===== src/rtl/trf_pkg.sv =====
// package for the temperature result formatter: register map, field layout, reset values, carriers
package trf_pkg;
    // register byte offsets on the AXI4-Lite slave
    localparam logic [7:0] TRF_OFS_CFG = 8'h00; // range select
    localparam logic [7:0] TRF_OFS_RES = 8'h04; // local resolution select
    localparam logic [7:0] TRF_OFS_LOC_HI = 8'h08; // local result, whole degrees
    localparam logic [7:0] TRF_OFS_LOC_LO = 8'h0c; // local result, fraction
    localparam logic [7:0] TRF_OFS_REM_HI = 8'h10; // remote result, whole degrees
    localparam logic [7:0] TRF_OFS_REM_LO = 8'h14; // remote result, fraction
    localparam logic [7:0] TRF_OFS_STAT = 8'h18; // live compare and busy state
    localparam logic [7:0] TRF_OFS_LIM0 = 8'h1c; // first of six limit registers
    localparam int TRF_NUM_LIM = 6;
    // limit slots: 0 local high, 1 local low, 2 remote high, 3 remote low, 4 local overheat, 5 remote overheat
    localparam int TRF_LIM_HIGH = 0;
    localparam int TRF_LIM_LOW = 1;
    localparam int TRF_LIM_HOT = 4;
    // field positions
    localparam int TRF_CFG_RANGE_BIT = 2;
    localparam int TRF_RES_HI_BIT = 1;
    localparam int TRF_RES_LO_BIT = 0;
    localparam int TRF_ST_BUSY_BIT = 4;
    // reset values
    localparam logic [7:0] TRF_LIM_HIGH_RST = 8'h55;
    localparam logic [7:0] TRF_LIM_LOW_RST = 8'h00;
    localparam logic [7:0] TRF_LIM_HOT_RST = 8'h55;
    localparam logic [1:0] TRF_RES_RST = 2'h3;
    // fixed point: signed 14 bit, 4 fraction bits (1/16 degree)
    localparam int TRF_TW = 14;
    localparam logic signed [15:0] TRF_STD_MIN = 16'sh0000; // 0.0
    localparam logic signed [15:0] TRF_STD_MAX = 16'sh07ff; // 127.9375
    localparam logic signed [15:0] TRF_EXT_MIN = -16'sh0400; // -64.0
    localparam logic signed [15:0] TRF_EXT_MAX = 16'sh0bff; // 191.9375
    localparam logic signed [15:0] TRF_EXT_OFS = 16'sh0400; // +64 degrees
    // axi answers
    localparam logic [1:0] TRF_RESP_OKAY = 2'h0;
    localparam logic [1:0] TRF_RESP_SLVERR = 2'h2;
    // channel numbers
    localparam int TRF_CH_LOC = 0;
    localparam int TRF_CH_REM = 1;
    // conversion port from the front end (same clock)
    typedef struct packed {
        logic start; // pulse: conversion begins on chan
        logic done; // pulse: temp is valid for chan
        logic chan; // 0 local, 1 remote
        logic signed [TRF_TW-1:0] temp; // measured temperature, 1/16 degree
    } trf_conv_t;
    typedef enum logic [1:0] {
        TRF_RD_IDLE = 2'b01,
        TRF_RD_RESP = 2'b10
    } trf_rd_state_t;
endpackage : trf_pkg


===== src/rtl/trf_formatter.sv =====
// temperature result formatter: range/resolution formatting, limit alarms, AXI4-Lite registers
`timescale 1ns/1ps
module trf_formatter (
    // clock and reset
    input wire logic aclk,
    input wire logic aresetn,
    // conversion results from the front end
    input wire trf_pkg::trf_conv_t conv,
    // axi4-lite write address
    input wire logic [7:0] s_awaddr,
    input wire logic [2:0] s_awprot,
    input wire logic s_awvalid,
    output logic s_awready,
    // axi4-lite write data
    input wire logic [31:0] s_wdata,
    input wire logic [3:0] s_wstrb,
    input wire logic s_wvalid,
    output logic s_wready,
    // axi4-lite write response
    output logic [1:0] s_bresp,
    output logic s_bvalid,
    input wire logic s_bready,
    // axi4-lite read address
    input wire logic [7:0] s_araddr,
    input wire logic [2:0] s_arprot,
    input wire logic s_arvalid,
    output logic s_arready,
    // axi4-lite read data
    output logic [31:0] s_rdata,
    output logic [1:0] s_rresp,
    output logic s_rvalid,
    input wire logic s_rready,
    // open-drain alarm pins
    output logic limit_alarm_o,
    output logic limit_alarm_oe,
    output logic overheat_flag_out_o,
    output logic overheat_flag_out_oe
);
    import trf_pkg::*;

    // register index: 0..6 fixed registers, 7..12 limits, 15 unmapped
    function automatic logic [3:0] trf_decode(input logic [7:0] addr);
        if (addr[1:0] != 2'h0) begin
            return 4'hf;
        end else if (addr < TRF_OFS_LIM0 + 8'(4 * TRF_NUM_LIM)) begin
            return addr[5:2];
        end else begin
            return 4'hf;
        end
    endfunction : trf_decode

    // mask of kept fraction bits for a resolution select
    function automatic logic [3:0] trf_frac_mask(input logic [1:0] sel);
        return 4'hf << (2'h3 - sel);
    endfunction : trf_frac_mask

    // software-visible control
    logic range_ext_q; // configuration bit 2
    logic [1:0] local_res_q; // {local_res_sel_hi, local_res_sel_lo}
    logic [7:0] lim_q [TRF_NUM_LIM]; // limits, stored exactly as written
    // per-channel results and the settings latched at conversion start
    logic [7:0] res_hi_q [2];
    logic [7:0] res_lo_q [2];
    logic rng_s_q [2];
    logic [1:0] res_s_q [2];
    logic busy_q [2];
    // per-channel compare outcomes
    logic [1:0] over_w;
    logic [1:0] under_w;
    logic [1:0] hot_w;

    // one formatting path per channel
    genvar ch;
    generate
        for (ch = 0; ch < 2; ch++) begin : g_ch
            logic mine_w;
            logic signed [15:0] tmp_w;
            logic signed [15:0] lo_lim_w;
            logic signed [15:0] hi_lim_w;
            logic signed [15:0] clamp_w;
            logic [15:0] biased_w;
            logic [3:0] mask_w;
            assign mine_w = (conv.chan == 1'(ch));
            assign tmp_w = 16'(conv.temp);
            // clamp window depends on the range latched at start
            assign lo_lim_w = rng_s_q[ch] ? TRF_EXT_MIN : TRF_STD_MIN;
            assign hi_lim_w = rng_s_q[ch] ? TRF_EXT_MAX : TRF_STD_MAX;
            assign clamp_w = (tmp_w < lo_lim_w) ? lo_lim_w : (tmp_w > hi_lim_w) ? hi_lim_w : tmp_w;
            // extended code is the standard value plus 64 degrees, giving 00h..ffh
            assign biased_w = 16'(rng_s_q[ch] ? clamp_w + TRF_EXT_OFS : clamp_w);
            // remote ignores the select; local truncates toward zero fraction
            assign mask_w = (ch == TRF_CH_REM) ? 4'hf : trf_frac_mask(res_s_q[ch]);
            // compare the stored high byte with limits in whatever encoding software wrote
            assign over_w[ch] = res_hi_q[ch] > lim_q[TRF_LIM_HIGH + 2 * ch];
            assign under_w[ch] = res_hi_q[ch] < lim_q[TRF_LIM_LOW + 2 * ch];
            assign hot_w[ch] = res_hi_q[ch] > lim_q[TRF_LIM_HOT + ch];

            // latch settings at start so a mid-conversion write cannot split a result
            always_ff @(posedge aclk) begin
                if (!aresetn) begin
                    rng_s_q[ch] <= 1'b0;
                    res_s_q[ch] <= TRF_RES_RST;
                    busy_q[ch] <= 1'b0;
                end else if (conv.start && mine_w) begin
                    rng_s_q[ch] <= range_ext_q;
                    res_s_q[ch] <= local_res_q;
                    busy_q[ch] <= 1'b1;
                end else if (conv.done && mine_w) begin
                    busy_q[ch] <= 1'b0;
                end
            end

            // results change only when a conversion finishes
            always_ff @(posedge aclk) begin
                if (!aresetn) begin
                    res_hi_q[ch] <= 8'h00;
                    res_lo_q[ch] <= 8'h00;
                end else if (conv.done && mine_w) begin
                    res_hi_q[ch] <= biased_w[11:4];
                    res_lo_q[ch] <= {biased_w[3:0] & mask_w, 4'h0};
                end
            end
        end
    endgenerate

    // alarm conditions, any channel
    logic alert_cond_w;
    logic hot_cond_w;
    assign alert_cond_w = |(over_w | under_w);
    assign hot_cond_w = |hot_w;

    // open-drain pins: data held low, enable drives the pull-down
    always_ff @(posedge aclk) begin
        if (!aresetn) begin
            limit_alarm_o <= 1'b0;
            limit_alarm_oe <= 1'b0;
            overheat_flag_out_o <= 1'b0;
            overheat_flag_out_oe <= 1'b0;
        end else begin
            limit_alarm_o <= 1'b0;
            limit_alarm_oe <= alert_cond_w;
            overheat_flag_out_o <= 1'b0;
            overheat_flag_out_oe <= hot_cond_w;
        end
    end

    // write channel bookkeeping: address and data may come in either order
    logic aw_have_q;
    logic w_have_q;
    logic [7:0] aw_addr_q;
    logic [7:0] w_data_q;
    logic w_lane0_q;
    logic aw_take_w;
    logic w_take_w;
    logic do_write_w;
    logic [3:0] wr_idx_w;
    logic aw_have_d;
    logic w_have_d;
    assign aw_take_w = s_awvalid && s_awready;
    assign w_take_w = s_wvalid && s_wready;
    // the write lands only when the previous response has been accepted
    assign do_write_w = aw_have_q && w_have_q && !s_bvalid;
    assign wr_idx_w = trf_decode(aw_addr_q);
    assign aw_have_d = (aw_have_q && !do_write_w) || aw_take_w;
    assign w_have_d = (w_have_q && !do_write_w) || w_take_w;

    // capture address and data, raise the response
    always_ff @(posedge aclk) begin
        if (!aresetn) begin
            aw_have_q <= 1'b0;
            w_have_q <= 1'b0;
            aw_addr_q <= 8'h00;
            w_data_q <= 8'h00;
            w_lane0_q <= 1'b0;
            s_awready <= 1'b1;
            s_wready <= 1'b1;
            s_bvalid <= 1'b0;
            s_bresp <= TRF_RESP_OKAY;
        end else begin
            aw_have_q <= aw_have_d;
            w_have_q <= w_have_d;
            s_awready <= !aw_have_d;
            s_wready <= !w_have_d;
            if (aw_take_w) begin
                aw_addr_q <= s_awaddr;
            end
            if (w_take_w) begin
                w_data_q <= s_wdata[7:0];
                w_lane0_q <= s_wstrb[0];
            end
            if (do_write_w) begin
                s_bvalid <= 1'b1;
                s_bresp <= (wr_idx_w == 4'hf) ? TRF_RESP_SLVERR : TRF_RESP_OKAY;
            end else if (s_bready) begin
                s_bvalid <= 1'b0;
            end
        end
    end

    // register writes; result and status registers ignore writes
    always_ff @(posedge aclk) begin
        if (!aresetn) begin
            range_ext_q <= 1'b0;
            local_res_q <= TRF_RES_RST;
            for (int i = 0; i < TRF_NUM_LIM; i++) begin
                lim_q[i] <= (i == TRF_LIM_LOW || i == TRF_LIM_LOW + 2) ? TRF_LIM_LOW_RST :
                            (i >= TRF_LIM_HOT) ? TRF_LIM_HOT_RST : TRF_LIM_HIGH_RST;
            end
        end else if (do_write_w && w_lane0_q) begin
            if (wr_idx_w == TRF_OFS_CFG[5:2]) begin
                range_ext_q <= w_data_q[TRF_CFG_RANGE_BIT];
            end else if (wr_idx_w == TRF_OFS_RES[5:2]) begin
                local_res_q <= w_data_q[TRF_RES_HI_BIT:TRF_RES_LO_BIT];
            end else if (wr_idx_w >= TRF_OFS_LIM0[5:2] && wr_idx_w != 4'hf) begin
                // limits are never recoded on a range change
                lim_q[3'(wr_idx_w - TRF_OFS_LIM0[5:2])] <= w_data_q;
            end
        end
    end

    // read mux
    logic [3:0] rd_idx_w;
    logic [7:0] rd_byte_w;
    logic [7:0] stat_w;
    assign rd_idx_w = trf_decode(s_araddr);
    assign stat_w = {2'h0, busy_q[1], busy_q[0], hot_w, over_w | under_w};
    assign rd_byte_w =
        (rd_idx_w == TRF_OFS_CFG[5:2]) ? 8'({range_ext_q, 2'h0}) :
        (rd_idx_w == TRF_OFS_RES[5:2]) ? 8'(local_res_q) :
        (rd_idx_w == TRF_OFS_LOC_HI[5:2]) ? res_hi_q[TRF_CH_LOC] :
        (rd_idx_w == TRF_OFS_LOC_LO[5:2]) ? res_lo_q[TRF_CH_LOC] :
        (rd_idx_w == TRF_OFS_REM_HI[5:2]) ? res_hi_q[TRF_CH_REM] :
        (rd_idx_w == TRF_OFS_REM_LO[5:2]) ? res_lo_q[TRF_CH_REM] :
        (rd_idx_w == TRF_OFS_STAT[5:2]) ? stat_w :
        (rd_idx_w != 4'hf) ? lim_q[3'(rd_idx_w - TRF_OFS_LIM0[5:2])] : 8'h00;

    // read state machine: one address, then hold data until taken
    trf_rd_state_t rd_st_q;
    always_ff @(posedge aclk) begin
        if (!aresetn) begin
            rd_st_q <= TRF_RD_IDLE;
            s_arready <= 1'b1;
            s_rvalid <= 1'b0;
            s_rdata <= 32'h0000_0000;
            s_rresp <= TRF_RESP_OKAY;
        end else begin
            unique case (rd_st_q)
                TRF_RD_IDLE: begin
                    if (s_arvalid) begin
                        rd_st_q <= TRF_RD_RESP;
                        s_arready <= 1'b0;
                        s_rvalid <= 1'b1;
                        s_rdata <= {24'h00_0000, rd_byte_w};
                        s_rresp <= (rd_idx_w == 4'hf) ? TRF_RESP_SLVERR : TRF_RESP_OKAY;
                    end
                end
                TRF_RD_RESP: begin
                    if (s_rready) begin
                        rd_st_q <= TRF_RD_IDLE;
                        s_arready <= 1'b1;
                        s_rvalid <= 1'b0;
                    end
                end
                default: begin
                    rd_st_q <= TRF_RD_IDLE;
                    s_arready <= 1'b1;
                    s_rvalid <= 1'b0;
                end
            endcase
        end
    end

    logic std_loc_w;
    assign std_loc_w = conv.done && !conv.chan && !rng_s_q[0];
endmodule : trf_formatter


===== config.mk =====
export PLATFORM = sky130hd
export DESIGN_NAME = trf_formatter
export DESIGN_NICKNAME = d
export VERILOG_FILES = /design/src/rtl/trf_pkg.sv /design/src/rtl/trf_formatter.sv
export SDC_FILE = /design/constraint.sdc
export NUM_CORES = 1
export LEC_CHECK = 0
export BUFFER_PORTS_ARGS = -buffer_cell sky130_fd_sc_hd__buf_2
export CAP_MARGIN = 15
export CORE_MARGIN = 1.5
export CORE_UTILIZATION = 39
export CTS_CLUSTER_DIAMETER = 150
export DETAILED_ROUTE_END_ITERATION = 10
export HOLD_SLACK_MARGIN = 0.1
export PLACE_DENSITY = 0.71
export SLEW_MARGIN = 20
export SYNTH_ARGS = -nofsm -noshare
export SYNTH_HDL_FRONTEND = slang
export SYNTH_SLANG_ARGS = --single-unit
export TNS_END_PERCENT = 1

===== constraint.sdc =====
create_clock -name aclk -period 3.15 [get_ports aclk]
set_input_delay 0.1575 -clock aclk [delete_from_list [all_inputs] [get_ports aclk]]
set_output_delay 0.1575 -clock aclk [all_outputs]
set_load 0.01 [all_outputs]

After elaboration in Yosys (flattened, before gate mapping):

Memories as Yosys holds them, arrays and structs flattened.
Index checks and enable logic that the tools add are counted.

* add/subtract/negate cells: 5
* order comparisons: 13
* equal/unequal tests: 15
* shift operators: 1
* multiplexer cells: 75
* bitwise logic cells: 16
* reductions and logical operators: 30

Operators by type and width (count)
* 12-bit 2-to-1 mux: 8
* 8-bit 2-to-1 mux: 11
* 1-bit 2-to-1 mux: 38
* 8-bit greater-than comparator: 4
* 14-bit by 16-bit less-than comparator with 1-bit output: 2
* 16-bit 2-to-1 mux: 2
* 14-bit by 13-bit greater-than comparator with 1-bit output: 2
* 12-bit adder (second input constant): 2
* 4-bit 2-to-1 mux: 6
* 8-bit by 6-bit less-than comparator with 1-bit output (second input constant): 2
* 8-bit less-than comparator: 2
* 4-bit by 3-bit equality test with 1-bit output (second input constant): 3
* 1-bit logical AND: 12
* 2-bit 2-to-1 mux: 6
* 1-bit OR: 12
* 4-bit by 1-bit equality test with 1-bit output (second input constant): 2
* 4-bit by 2-bit equality test with 1-bit output (second input constant): 2
* 4-bit equality test (second input constant): 2
* 4-bit zero test: 2
* 4-bit != test (second input constant): 2
* 8-bit OR reduction: 1
* 2-bit AND reduction: 3
* 2-bit nonzero test: 3
* 3-bit subtractor (second input constant): 2
* 16 further kinds: 24

* register bits: 43
* memory bits (writable): 80
* output and inout port bits: 45
* memories: 6

Memory list
* lim_q: words 6, width 8, read ports 7, clocked after memory_dff 0, write ports 6, RTL line trf_formatter.sv:60 `logic [7:0] lim_q [TRF_NUM_LIM];`
* res_hi_q: words 2, width 8, read ports 2, clocked after memory_dff 0, write ports 2, RTL line trf_formatter.sv:62 `logic [7:0] res_hi_q [2];`
* res_lo_q: words 2, width 4, read ports 2, clocked after memory_dff 0, write ports 2, RTL line trf_formatter.sv:63 `logic [7:0] res_lo_q [2];`
* res_s_q: words 2, width 2, read ports 1, clocked after memory_dff 0, write ports 2, RTL line trf_formatter.sv:65 `logic [1:0] res_s_q [2];`
* busy_q: words 2, width 1, read ports 2, clocked after memory_dff 0, write ports 2, RTL line trf_formatter.sv:66 `logic busy_q [2];`
* rng_s_q: words 2, width 1, read ports 2, clocked after memory_dff 0, write ports 2, RTL line trf_formatter.sv:64 `logic rng_s_q [2];`

Depth between registers and ports, before layout:

Gate-level depths: netlist of run 1.

* word-level depth: 13
* depth in mapped cells: 14
* depth with buffers taken out: 10

Worst setup path before layout of run 1:

No wires, ideal clock.

* path type: register to register
* start point: register aw_addr_q[6]
* end point: memory lim_q[7][0] (enable)
* library setup time: 0.395 ns
* data arrival time: 2.845 ns
* setup slack: -0.090 ns
* stages on the path, launching flop included: 10
* cells stage by stage: dfxtp_1 -> or4_4 -> nor3_1 -> inv_1 -> ha_1 -> clkbuf_1 -> nand2_1 -> xnor2_1 -> nand3_1 -> nor4_1

RTL lines
* from (decl): RTL line trf_formatter.sv:150 `logic [7:0] aw_addr_q;`
* from (signal assigned): RTL line trf_formatter.sv:185 `aw_addr_q <= s_awaddr;`
* to (decl): RTL line trf_formatter.sv:60

==> results_dict.tcl, run 1 <==
set metrics [dict create \
    status "finished clean" \
    hold_viol 0 \
    max_cap_violations 0 \
    routabilityCongestion 0.945 \
    grt_pass1_wl_um 35000 \
    dr.pass1.iters 7 \
    ys.flop_type "edfxtp_1" \
    crit_family "simple AND/OR/NAND/NOR gates" \
    wire_per_inst_um 17.8 \
    grt_pass1_vias 6561 \
    routed_via_density 5.44 \
    cp.required_ns 3.30 \
    post-route-period-util_pct 93.6 \
    rrSetupSlack_ns 0.20 \
    max_slew_margin_pct 30.8 \
    fin_skew_ns 0.00923 \
    p_clk_share_pct 42.3 \
    setup_ws_ns 0.201 \
    io_buffers 65 \
    antenna_found_initial 0 \
    wl_met3_um 2100 \
    place_inst 1210 \
    clk_pin_slew_ns 0.06 \
    die_w_um 148 \
    final.min_clock_period_ns 2.95 \
    cpMaxStageDelayCell "or4_4" \
    whs_ns 0.142 \
    slew_violations 0 \
    cts_max_level 4 \
    p_per_area_mw_per_mm2 450 \
    drive_gt1_share_pct 16.1 \
    fin_cells 1283 \
    synth_cells 876 \
    syn2layout_area_growth_pct 20.4 \
    synth.area.mux_share_pct 4.52 \
    placed_area_sq_mm 0.00892 \
    root_buffer "clkbuf_16" \
    pin_count 127 \
    drtAntennaViolNets 0 \
    yosys.area_share.simple_pct 17.0 \
    drt-met1-wl_um 9960 \
    die_height_um 148 \
    gr-total-overflow 0 \
    grt_max_degree 28 \
    synthArstFlopShare_pct 0 \
    synth.avg_cell_area_sq_um 9.39 \
    dr_total_vias 6985 \
    worstHoldPathType "in2reg" \
    clk_latency_ns 0.43 \
    path_cells "or4_4 > nor3_1 > inv_1 > ha_1 > nand2_1 > nor2_1 > a221oi_4 > nor3_2 > buf_4 > nand2_1 > inv_1" \
    max_stage_delay_ns 0.55 \
    route.detailed.drc 0 \
    ys_seq_area_share_pct 43.6 \
    core-area_sq_mm 0.0205 \
    end_kind "register" \
    worstSetupPathType "reg2reg" \
    drt-initial-drc-count 719 \
    clock_sink_count 133 \
    synth_cell_type_count 73 \
    start_util_pct 40.1 \
    n_antenna_cell 0 \
    grt_usage_pct 20.9 \
    pre_cts_slack_ns 0.0779 \
    path_max_fanout 6 \
    hpwl_um 16900 \
    tightest_slew_ns 1.04 \
    cp.arrival_ns 3.10 \
    synth_edf_count 92 \
    setup_viol 0 \
    highest_layer "met4" \
    seqPwrFrac_pct 44.9 \
    nets 1145 \
    synth_fa_ha_area_share_pct 9.58 \
    rows 52 \
    startpoint_type "register" \
    internal-power_mw 3.27 \
    p_sw_share_pct 26.6 \
    fin_area_sq_mm 0.00991 \
    syn-cell-area_sq_mm 0.00823 \
    p_comb_share_pct 12.8 \
    ir_worst_vdd_uv 360 \
    wl_met2_um 10200 \
    p_leak_nw 4.24 \
    clock_path_buffers 2 \
    max_freq_ghz 0.339 \
    rsz0062_at_grt "false" \
    critPathBufInv 3 \
    synthXorXnorAreaFrac_pct 0.639 \
    cts_setup_buffers 0 \
    utilization_pct 48.3 \
    ys_warn_count 0 \
    synth_compound_area_share_pct 16.7 \
    power_switching_mw 1.19 \
    dieArea_sq_mm 0.0220 \
    wl_um 22800 \
    synth-seq-cells 133 \
    synth_top_family_by_area "simple AND/OR/NAND/NOR gates" \
    cts_tree "done" \
    cts_buffers 17 \
]
[routing by layer]
metal | vias to the layer above | global-route usage [%]
met1 | 3263 | 29.0
met5 | - | 0
met2 | 333 | 32.8
met4 | 0 | 6.44
met3 | 38 | 4.69
li1 | 3351 | -
[path summary, 6_finish.rpt]
check | startpoint | endpoint | depth (start not counted)
max | aw_addr_q[7] | lim_q[6][7] | 11
max reg2reg | aw_addr_q[7] | lim_q[6][7] | 11
min | conv[15] | busy_q[0] | 3
min reg2reg | s_rresp[1] | s_rresp[1] | 2
[final cells by class]
| type | instances | area, sq um |
|---|---|---|
| inverter | 80 | 300 |
| clock inverter | 12 | 108 |
| tap | 270 | 338 |
| multi-input combinational | 626 | 4130 |
| fill | 1885 | 10600 |
| sequential | 133 | 3580 |
| clock buffer | 20 | 447 |
| timing repair buffer | 142 | 1010 |
[power by group through the flow]
| stage | combinational [mW] | sequential, mW | clock [mW] |
|---|---|---|---|
| after global placement | 0.503 | 2.03 | 0 |
| after detailed placement | 0.516 | 2.04 | 0 |
| final | 0.572 | 2.00 | 1.89 |
| after global routing | 0.636 | 2.01 | 1.96 |
| after CTS | 0.557 | 2.00 | 1.89 |
| after floorplan | 0.376 | 2.00 | 0 |
[logic make-up after synthesis]
logic type	after synthesis
AOI/OAI and AO/OA	219
xor gates and xnor gates	6
adders and majority gates	63
buffers and inverters	144
DFF	133
muxes	28
other	1
and+or+nand+nor	282
[synth_stat cells (3+ instances only)]
| library cell | number | share of area [%] |
|---|---|---|
| nand4_1 | 8 | 0.61 |
| nand2b_1 | 19 | 1.4 |
| nor3_1 | 12 | 0.73 |
| a311oi_1 | 3 | 0.32 |
| buf_2 | 6 | 0.36 |
| or2_2 | 4 | 0.30 |
| nand3_1 | 29 | 1.8 |
| a32oi_1 | 3 | 0.32 |
| a2bb2oi_1 | 5 | 0.53 |
| a21o_1 | 8 | 0.73 |
| a2111oi_0 | 4 | 0.43 |
| clkbuf_1 | 25 | 1.1 |
| dfxtp_1 | 41 | 10 |
| nor4_1 | 8 | 0.61 |
| a211oi_1 | 4 | 0.36 |
| and3_1 | 5 | 0.38 |
| nand2_1 | 100 | 4.6 |
| mux4_2 | 6 | 1.6 |
| inv_1 | 78 | 3.6 |
| o22ai_1 | 4 | 0.30 |
| xor2_1 | 3 | 0.32 |
| o211a_1 | 3 | 0.36 |
| a31oi_1 | 12 | 0.91 |
| or3_1 | 5 | 0.38 |
| ha_1 | 63 | 9.6 |
| xnor2_1 | 3 | 0.32 |
| edfxtp_1 | 92 | 34 |
| nor2b_1 | 8 | 0.61 |
| and2_1 | 8 | 0.61 |
| o21ai_0 | 44 | 2.7 |
| o211ai_1 | 4 | 0.36 |
| a21oi_1 | 80 | 4.9 |
| mux2i_1 | 21 | 2.6 |
| buf_4 | 29 | 2.6 |
| buf_1 | 4 | 0.18 |
| nor2_1 | 57 | 2.6 |
| o21a_1 | 21 | 1.9 |
[sequential cells by signal (all words and copies together) (netlist names), 2 cells and up]
name         count
res_lo_q         8
rng_s_q          2
s_rdata          8
busy_q           2
lim_q           64
w_data_q         8
local_res_q      2
aw_addr_q        8
res_s_q          2
res_hi_q        16
[placed cells by master, fill, tap and decap left out, types with 12 or more instances in the layout]
master and count:
buf_2 65, dlygate4sd3_1 41, nand2_1 98, ha_1 63, dfxtp_1 41, edfxtp_1 92, o21ai_0 44, clkbuf_16 17
conb_1 28, nand3_1 29, mux2i_1 21, buf_4 36, nor2_1 56, inv_1 78, a21oi_1 80, a31oi_1 12
o21a_1 21, nand2b_1 18
[worst register-to-register path: stages (launching register included)]
cell	delay, ns
dfxtp_1	0.33
or4_4	0.55
nor3_1	0.25
inv_1	0.07
ha_1	0.26
nand2_1	0.12
nor2_1	0.09
a221oi_4	0.35
nor3_2	0.10
buf_4	0.16
nand2_1	0.25
inv_1	0.14
[per-stage QoR]
stage | setup TNS, ns | total power [mW]
finish | 0 | 4.46
global route | 0 | 4.60
CTS | 0 | 4.45
detailed placement | 0 | 2.55
global placement | 0 | 2.54
floorplan | -0.139 | 2.38
[repair_timing]
| action | 4_1_cts | 5_1_grt |
|---|---|---|
| hold buffers | 41 | 0 |
| endpoints found under the hold margin | 40 | 0 |
| resized for setup | 0 | 5 |
| setup endpoints to repair | 0 | 51 |
No activity file was read; power rests on OpenSTA's default activity.
==> run 2, diff against run 1 <==
Settings changed: PLACE_DENSITY 0.71 to 0.68.
Clock period 3.15 ns to 3.01 ns, I/O delays scaled along.
==> results_dict.tcl, run 2 (synthesized netlist as in run 1, its figures left out) <==
set metrics [dict create \
    grt_pass1_vias 6737 \
    root_buffer "clkbuf_16" \
    die_w_um 148 \
    fin_area_sq_mm 0.00995 \
    cp.required_ns 3.19 \
    die_height_um 148 \
    seqCellArea_sq_mm 0.00358 \
    hold_viol 0 \
    fin_cells 1293 \
    largest_reg_flops 64 \
    cts_tree "done" \
    fillers 1921 \
    top_usage_layer "met2" \
    max_slew_margin_pct 26.8 \
    seqPwrFrac_pct 45.4 \
    clk_pin_slew_ns 0.06 \
    drtAntennaViolNets 0 \
    pin_count 127 \
    cp.arrival_ns 3.03 \
    setup_viol 0 \
    worstHoldPathType "in2reg" \
    rsz0062_at_grt "false" \
    p_leak_nw 4.30 \
    wl_um 23200 \
    status "finished clean" \
    ir_worst_vdd_uv 348 \
    end_kind "register" \
    routed_via_density 5.37 \
    n_antenna_cell 0 \
    drt-initial-drc-count 584 \
    nets 1155 \
    cts_buffers 17 \
    p_comb_share_pct 13.1 \
    largestRegisters "lim_q x64, res_hi_q x16" \
    clock_path_buffers 2 \
    io_buffers 65 \
    tightest_slew_ns 1.10 \
    use_met2_pct 33.5 \
    rows 52 \
    multi_input_area_sq_mm 0.00411 \
    use_met1_pct 29.4 \
    max_cap_violations 0 \
    syn2layout_area_growth_pct 20.9 \
    routabilityCongestion 0.926 \
    startpoint_type "register" \
    internal-power_mw 3.35 \
    fin_setup_tns_ns 0 \
    worstSetupPathType "reg2reg" \
    antenna_found_initial 1 \
    path_max_fanout 8 \
    clk_latency_ns 0.43 \
    use_met3_pct 6.53 \
    route.detailed.drc 0 \
    place_inst 1219 \
    dr.pass1.iters 7 \
    p_per_area_mw_per_mm2 464 \
    slew_violations 0 \
    p_clk_share_pct 41.6 \
    dieArea_sq_mm 0.0220 \
    grt_usage_pct 21.8 \
    top_register "lim_q" \
    dr_total_vias 6946 \
    wire_per_inst_um 17.9 \
    gr-total-overflow 0 \
    final_common_cell "nand2_1" \
    clock_sink_count 133 \
    start_util_pct 40.1 \
    grt_max_degree 36 \
    placed_area_sq_mm 0.00898 \
    core-area_sq_mm 0.0205 \
    cts_max_level 4 \
    p_sw_share_pct 27.4 \
    hpwl_um 17400 \
    power_switching_mw 1.27 \
    max_freq_ghz 0.350 \
    grt_pass1_wl_um 36500 \
    final.min_clock_period_ns 2.86 \
    mostFrequentLayoutCells "nand2_1 (96), edfxtp_1 (92), a21oi_1 (80)" \
    fin_skew_ns 0.0113 \
    drive_gt1_share_pct 17.1 \
    post-route-period-util_pct 94.9 \
]
==> run 2: power by group through the flow <==
stage	logic [mW]	registers [mW]	clock network [mW]
2_1_floorplan	0.393	2.09	0
3_5_place_dp	0.546	2.13	0
6_report	0.603	2.10	1.92
5_1_grt	0.674	2.10	2.03
4_1_cts	0.593	2.09	1.93
3_3_place_gp	0.536	2.13	0
==> run 2: path summary, 6_finish.rpt <==
check	from	end	slack, ns	depth (start not counted)
max	aw_addr_q[7]	lim_q[4][3]	0.15	11
min reg2reg	s_rresp[1]	s_rresp[1]	0.46	2
min	conv[15]	busy_q[0]	0.13	3
max reg2reg	aw_addr_q[7]	lim_q[4][3]	0.15	11
==> run 2: layout make-up <==
type	count	share of cell area, %
Sequential cell	133	36.0
Multi-Input combinational cell	626	41.3
Tap cell	270	3.40
Clock buffer	18	4.41
Inverter	80	3.02
Clock inverter	14	0.994
Timing Repair Buffer	152	10.9
==> run 2: metrics by stage <==
step	power, mW	hold slack (ns)	utilization [%]	setup WS, ns
final	4.62	0.133	48.5	0.155
after CTS	4.61	0.120	48.5	0.0901
after global placement	2.67	0.394	43.8	0.0577
after floorplan	2.49	0.286	-	-0.157
after detailed placement	2.68	0.400	43.8	0.00708
after global routing	4.81	0.138	48.5	0.00962
==> run 2: timing repair <==
item	CTS	global route
pin swaps	1	0
buffers inserted	1	0
hold endpoints to repair	39	0
hold buffers	41	0
endpoints found under the setup margin	1	40
resized for setup	0	5
==> run 2: critical path, stage by stage, from the launching register on <==
cell and delay [ns]:
dfxtp_1 0.34, or4_4 0.52, nor3_1 0.24, inv_1 0.07
ha_1 0.26, nand2_1 0.11, nor2_1 0.07, a221oi_2 0.33
nor3_2 0.13, and4_1 0.22, buf_4 0.16, and2_1 0.15
==> run 2: per-layer routing <==
metal / part of all wire [%] / wire [um] / up-vias
met4: 2.6 / 593 / 2
met1: 44 / 10100 / 3233
li1: - / - / 3370
met5: 0.039 / 9 / -
met3: 8.9 / 2070 / 48
met2: 45 / 10400 / 293
==> run 3, diff against run 2 <==
Settings changed: CORE_MARGIN 1.5 to 3, CORE_UTILIZATION 39 to 50, PLACE_DENSITY 0.68 to 0.82.
==> results_dict.tcl, run 3 (synthesized netlist as in run 1, its figures left out) <==
set metrics [dict create \
    final.min_clock_period_ns 2.89 \
    largest_reg_flops 64 \
    min_from "conv[15]" \
    seqCellArea_sq_mm 0.00358 \
    rsz0062_at_grt "true" \
    reg2reg_to "lim_q[4][3]" \
    cp.required_ns 3.19 \
    dieArea_sq_mm 0.0180 \
    p_clk_share_pct 41.9 \
    fin_cells 1235 \
    internal-power_mw 3.41 \
    mostFrequentLayoutCells "nand2_1 (100), edfxtp_1 (92), a21oi_1 (80)" \
    cpMaxStageDelayCell "or4_4" \
    reg2reg_depth 11 \
    clock_sink_count 133 \
    grt_pass1_vias 6867 \
    path_cells "or4_4 > nor3_2 > inv_1 > ha_1 > nand2_1 > nor2_1 > a221oi_2 > nor3_2 > and4_1 > buf_4 > and2_1" \
    pin_count 127 \
    tightest_slew_ns 1.09 \
    end_kind "register" \
    place_inst 1162 \
    top_register "lim_q" \
    route.detailed.drc 0 \
    startpoint_type "register" \
    nets 1151 \
    max_freq_ghz 0.347 \
    root_buffer "clkbuf_16" \
    hold_viol 0 \
    clock_path_buffers 2 \
    hpwl_um 16400 \
    total_power_mw 4.65 \
    largestRegisters "lim_q x64, res_hi_q x16" \
    dr.pass1.iters 8 \
    min_path_cells 4 \
    final_common_cell "nand2_1" \
    grt_max_degree 31 \
    fillers 1280 \
    cts_max_level 4 \
    critPathBufInv 2 \
    max_slew_margin_pct 27.5 \
    die_height_um 134 \
    wire_per_inst_um 18.5 \
    hold_end "busy_q[1]" \
    antenna_found_initial 0 \
    core-area_sq_mm 0.0160 \
    cts_tree "done" \
    crit_top_cell "nor3_2" \
    ir_worst_vdd_uv 436 \
    worstHoldPathType "in2reg" \
    p_per_area_mw_per_mm2 471 \
    path_max_fanout 8 \
    p_comb_share_pct 13.0 \
    seqPwrFrac_pct 45.1 \
    cts_setup_buffers 0 \
    post-route-period-util_pct 95.9 \
    drive_gt1_share_pct 16.5 \
    rows 46 \
    max_cap_violations 0 \
    dr_total_vias 7092 \
    routabilityCongestion 0.972 \
    drtAntennaViolNets 0 \
    syn2layout_area_growth_pct 20.0 \
    max_stage_delay_ns 0.54 \
    cts_buffers 17 \
    crit_family "simple AND/OR/NAND/NOR gates" \
    drt-initial-drc-count 833 \
    fin_skew_ns 0.00651 \
    slew_violations 0 \
    multi_input_area_sq_mm 0.00411 \
    grt_usage_pct 25.6 \
    pre_cts_slack_ns 0.0278 \
    p_sw_share_pct 26.6 \
    n_antenna_cell 0 \
    power_switching_mw 1.24 \
    routed_via_density 5.74 \
    gr-total-overflow 0 \
    wl_um 22800 \
    io_buffers 65 \
    setup_viol 0 \
    status "finished clean" \
    rrSetupSlack_ns 0.12 \
    setup_ws_ns 0.125 \
    reg2reg_from "aw_addr_q[6]" \
    clk_pin_slew_ns 0.06 \
    grt_pass1_wl_um 35900 \
    cp.arrival_ns 3.06 \
    die_w_um 134 \
    clk_latency_ns 0.43 \
    start_util_pct 51.4 \
    p_leak_nw 4.27 \
    worstSetupPathType "reg2reg" \
]
[run 3: cell count changes in the layout (fill, tap and decap cells not counted), moves of 2 or more]
cell	before	now
clkinv_2	5	3
inv_4	3	0
clkinv_4	2	4
clkinvlp_4	0	3
nor3_1	12	10
nand2_2	6	2
nand2_1	96	100
buf_4	46	42
nor3_2	2	4
[run 3: final cells by class]
class	instances	area share, %
repair buffers	148	10.6
inverters	80	3.04
clock inverters	14	1.31
well taps	216	2.74
multi-input cells	626	41.6
flip-flops and latches	133	36.3
clock buffers	18	4.35
[run 3: per-stage QoR]
step	setup TNS [ns]	area, sq um	util (%)	hold WS (ns)
2_1_floorplan	-1.32	8340	-	0.286
4_1_cts	0	9860	61.6	0.103
3_3_place_gp	0	8890	55.6	0.393
6_report	0	9870	61.7	0.117
3_5_place_dp	0	8890	55.6	0.398
5_1_grt	-0.135	9870	61.7	0.122
[run 3: power groups by stage]
stage               clock (mW)  combinational (mW)  sequential [mW]
finish                    1.95               0.605             2.10
floorplan                    0               0.393             2.09
global route              2.05               0.670             2.10
detailed placement           0               0.540             2.13
global placement             0               0.525             2.13
CTS                       1.97               0.585             2.09
[run 3: worst max path at each step]
| stage | from | endpoint | slack, ns | cells past startpoint |
|---|---|---|---|---|
| 6_report | aw_addr_q[6] | lim_q[4][3] | 0.12 | 11 |
| 5_1_grt | aw_addr_q[6] | lim_q[4][2] | -0.02 | 10 |
| 4_1_cts | aw_addr_q[6] | lim_q[4][2] | 0.02 | 10 |
| 3_5_place_dp | aw_addr_q[6] | lim_q[4][2] | 0.03 | 10 |
| 3_3_place_gp | aw_addr_q[6] | lim_q[4][2] | 0.06 | 10 |
| 2_1_floorplan | aw_addr_q[6] | lim_q[4][0] | -0.16 | 12 |
[run 3: timing repair]
item / CTS / global route
setup endpoints to repair: 0 / 26
hold buffers: 41 / 0
hold endpoints to repair: 41 / 0
resized for setup: 0 / 2
[run 3: worst min-delay path, cell delays in order]
cell     delay, ns
buf_2         0.09
nand2_1       0.09
nand2_1       0.08
a21oi_1       0.07
[run 3: per-layer routing]
metal  track usage (%)  share of wire [%]  up-vias
met5                 0                  0        -
met4              11.3                4.4        0
met3              7.16                9.8       73
met2              40.4                 46      382
met1              33.1                 40     3271
li1                  -                  -     3366
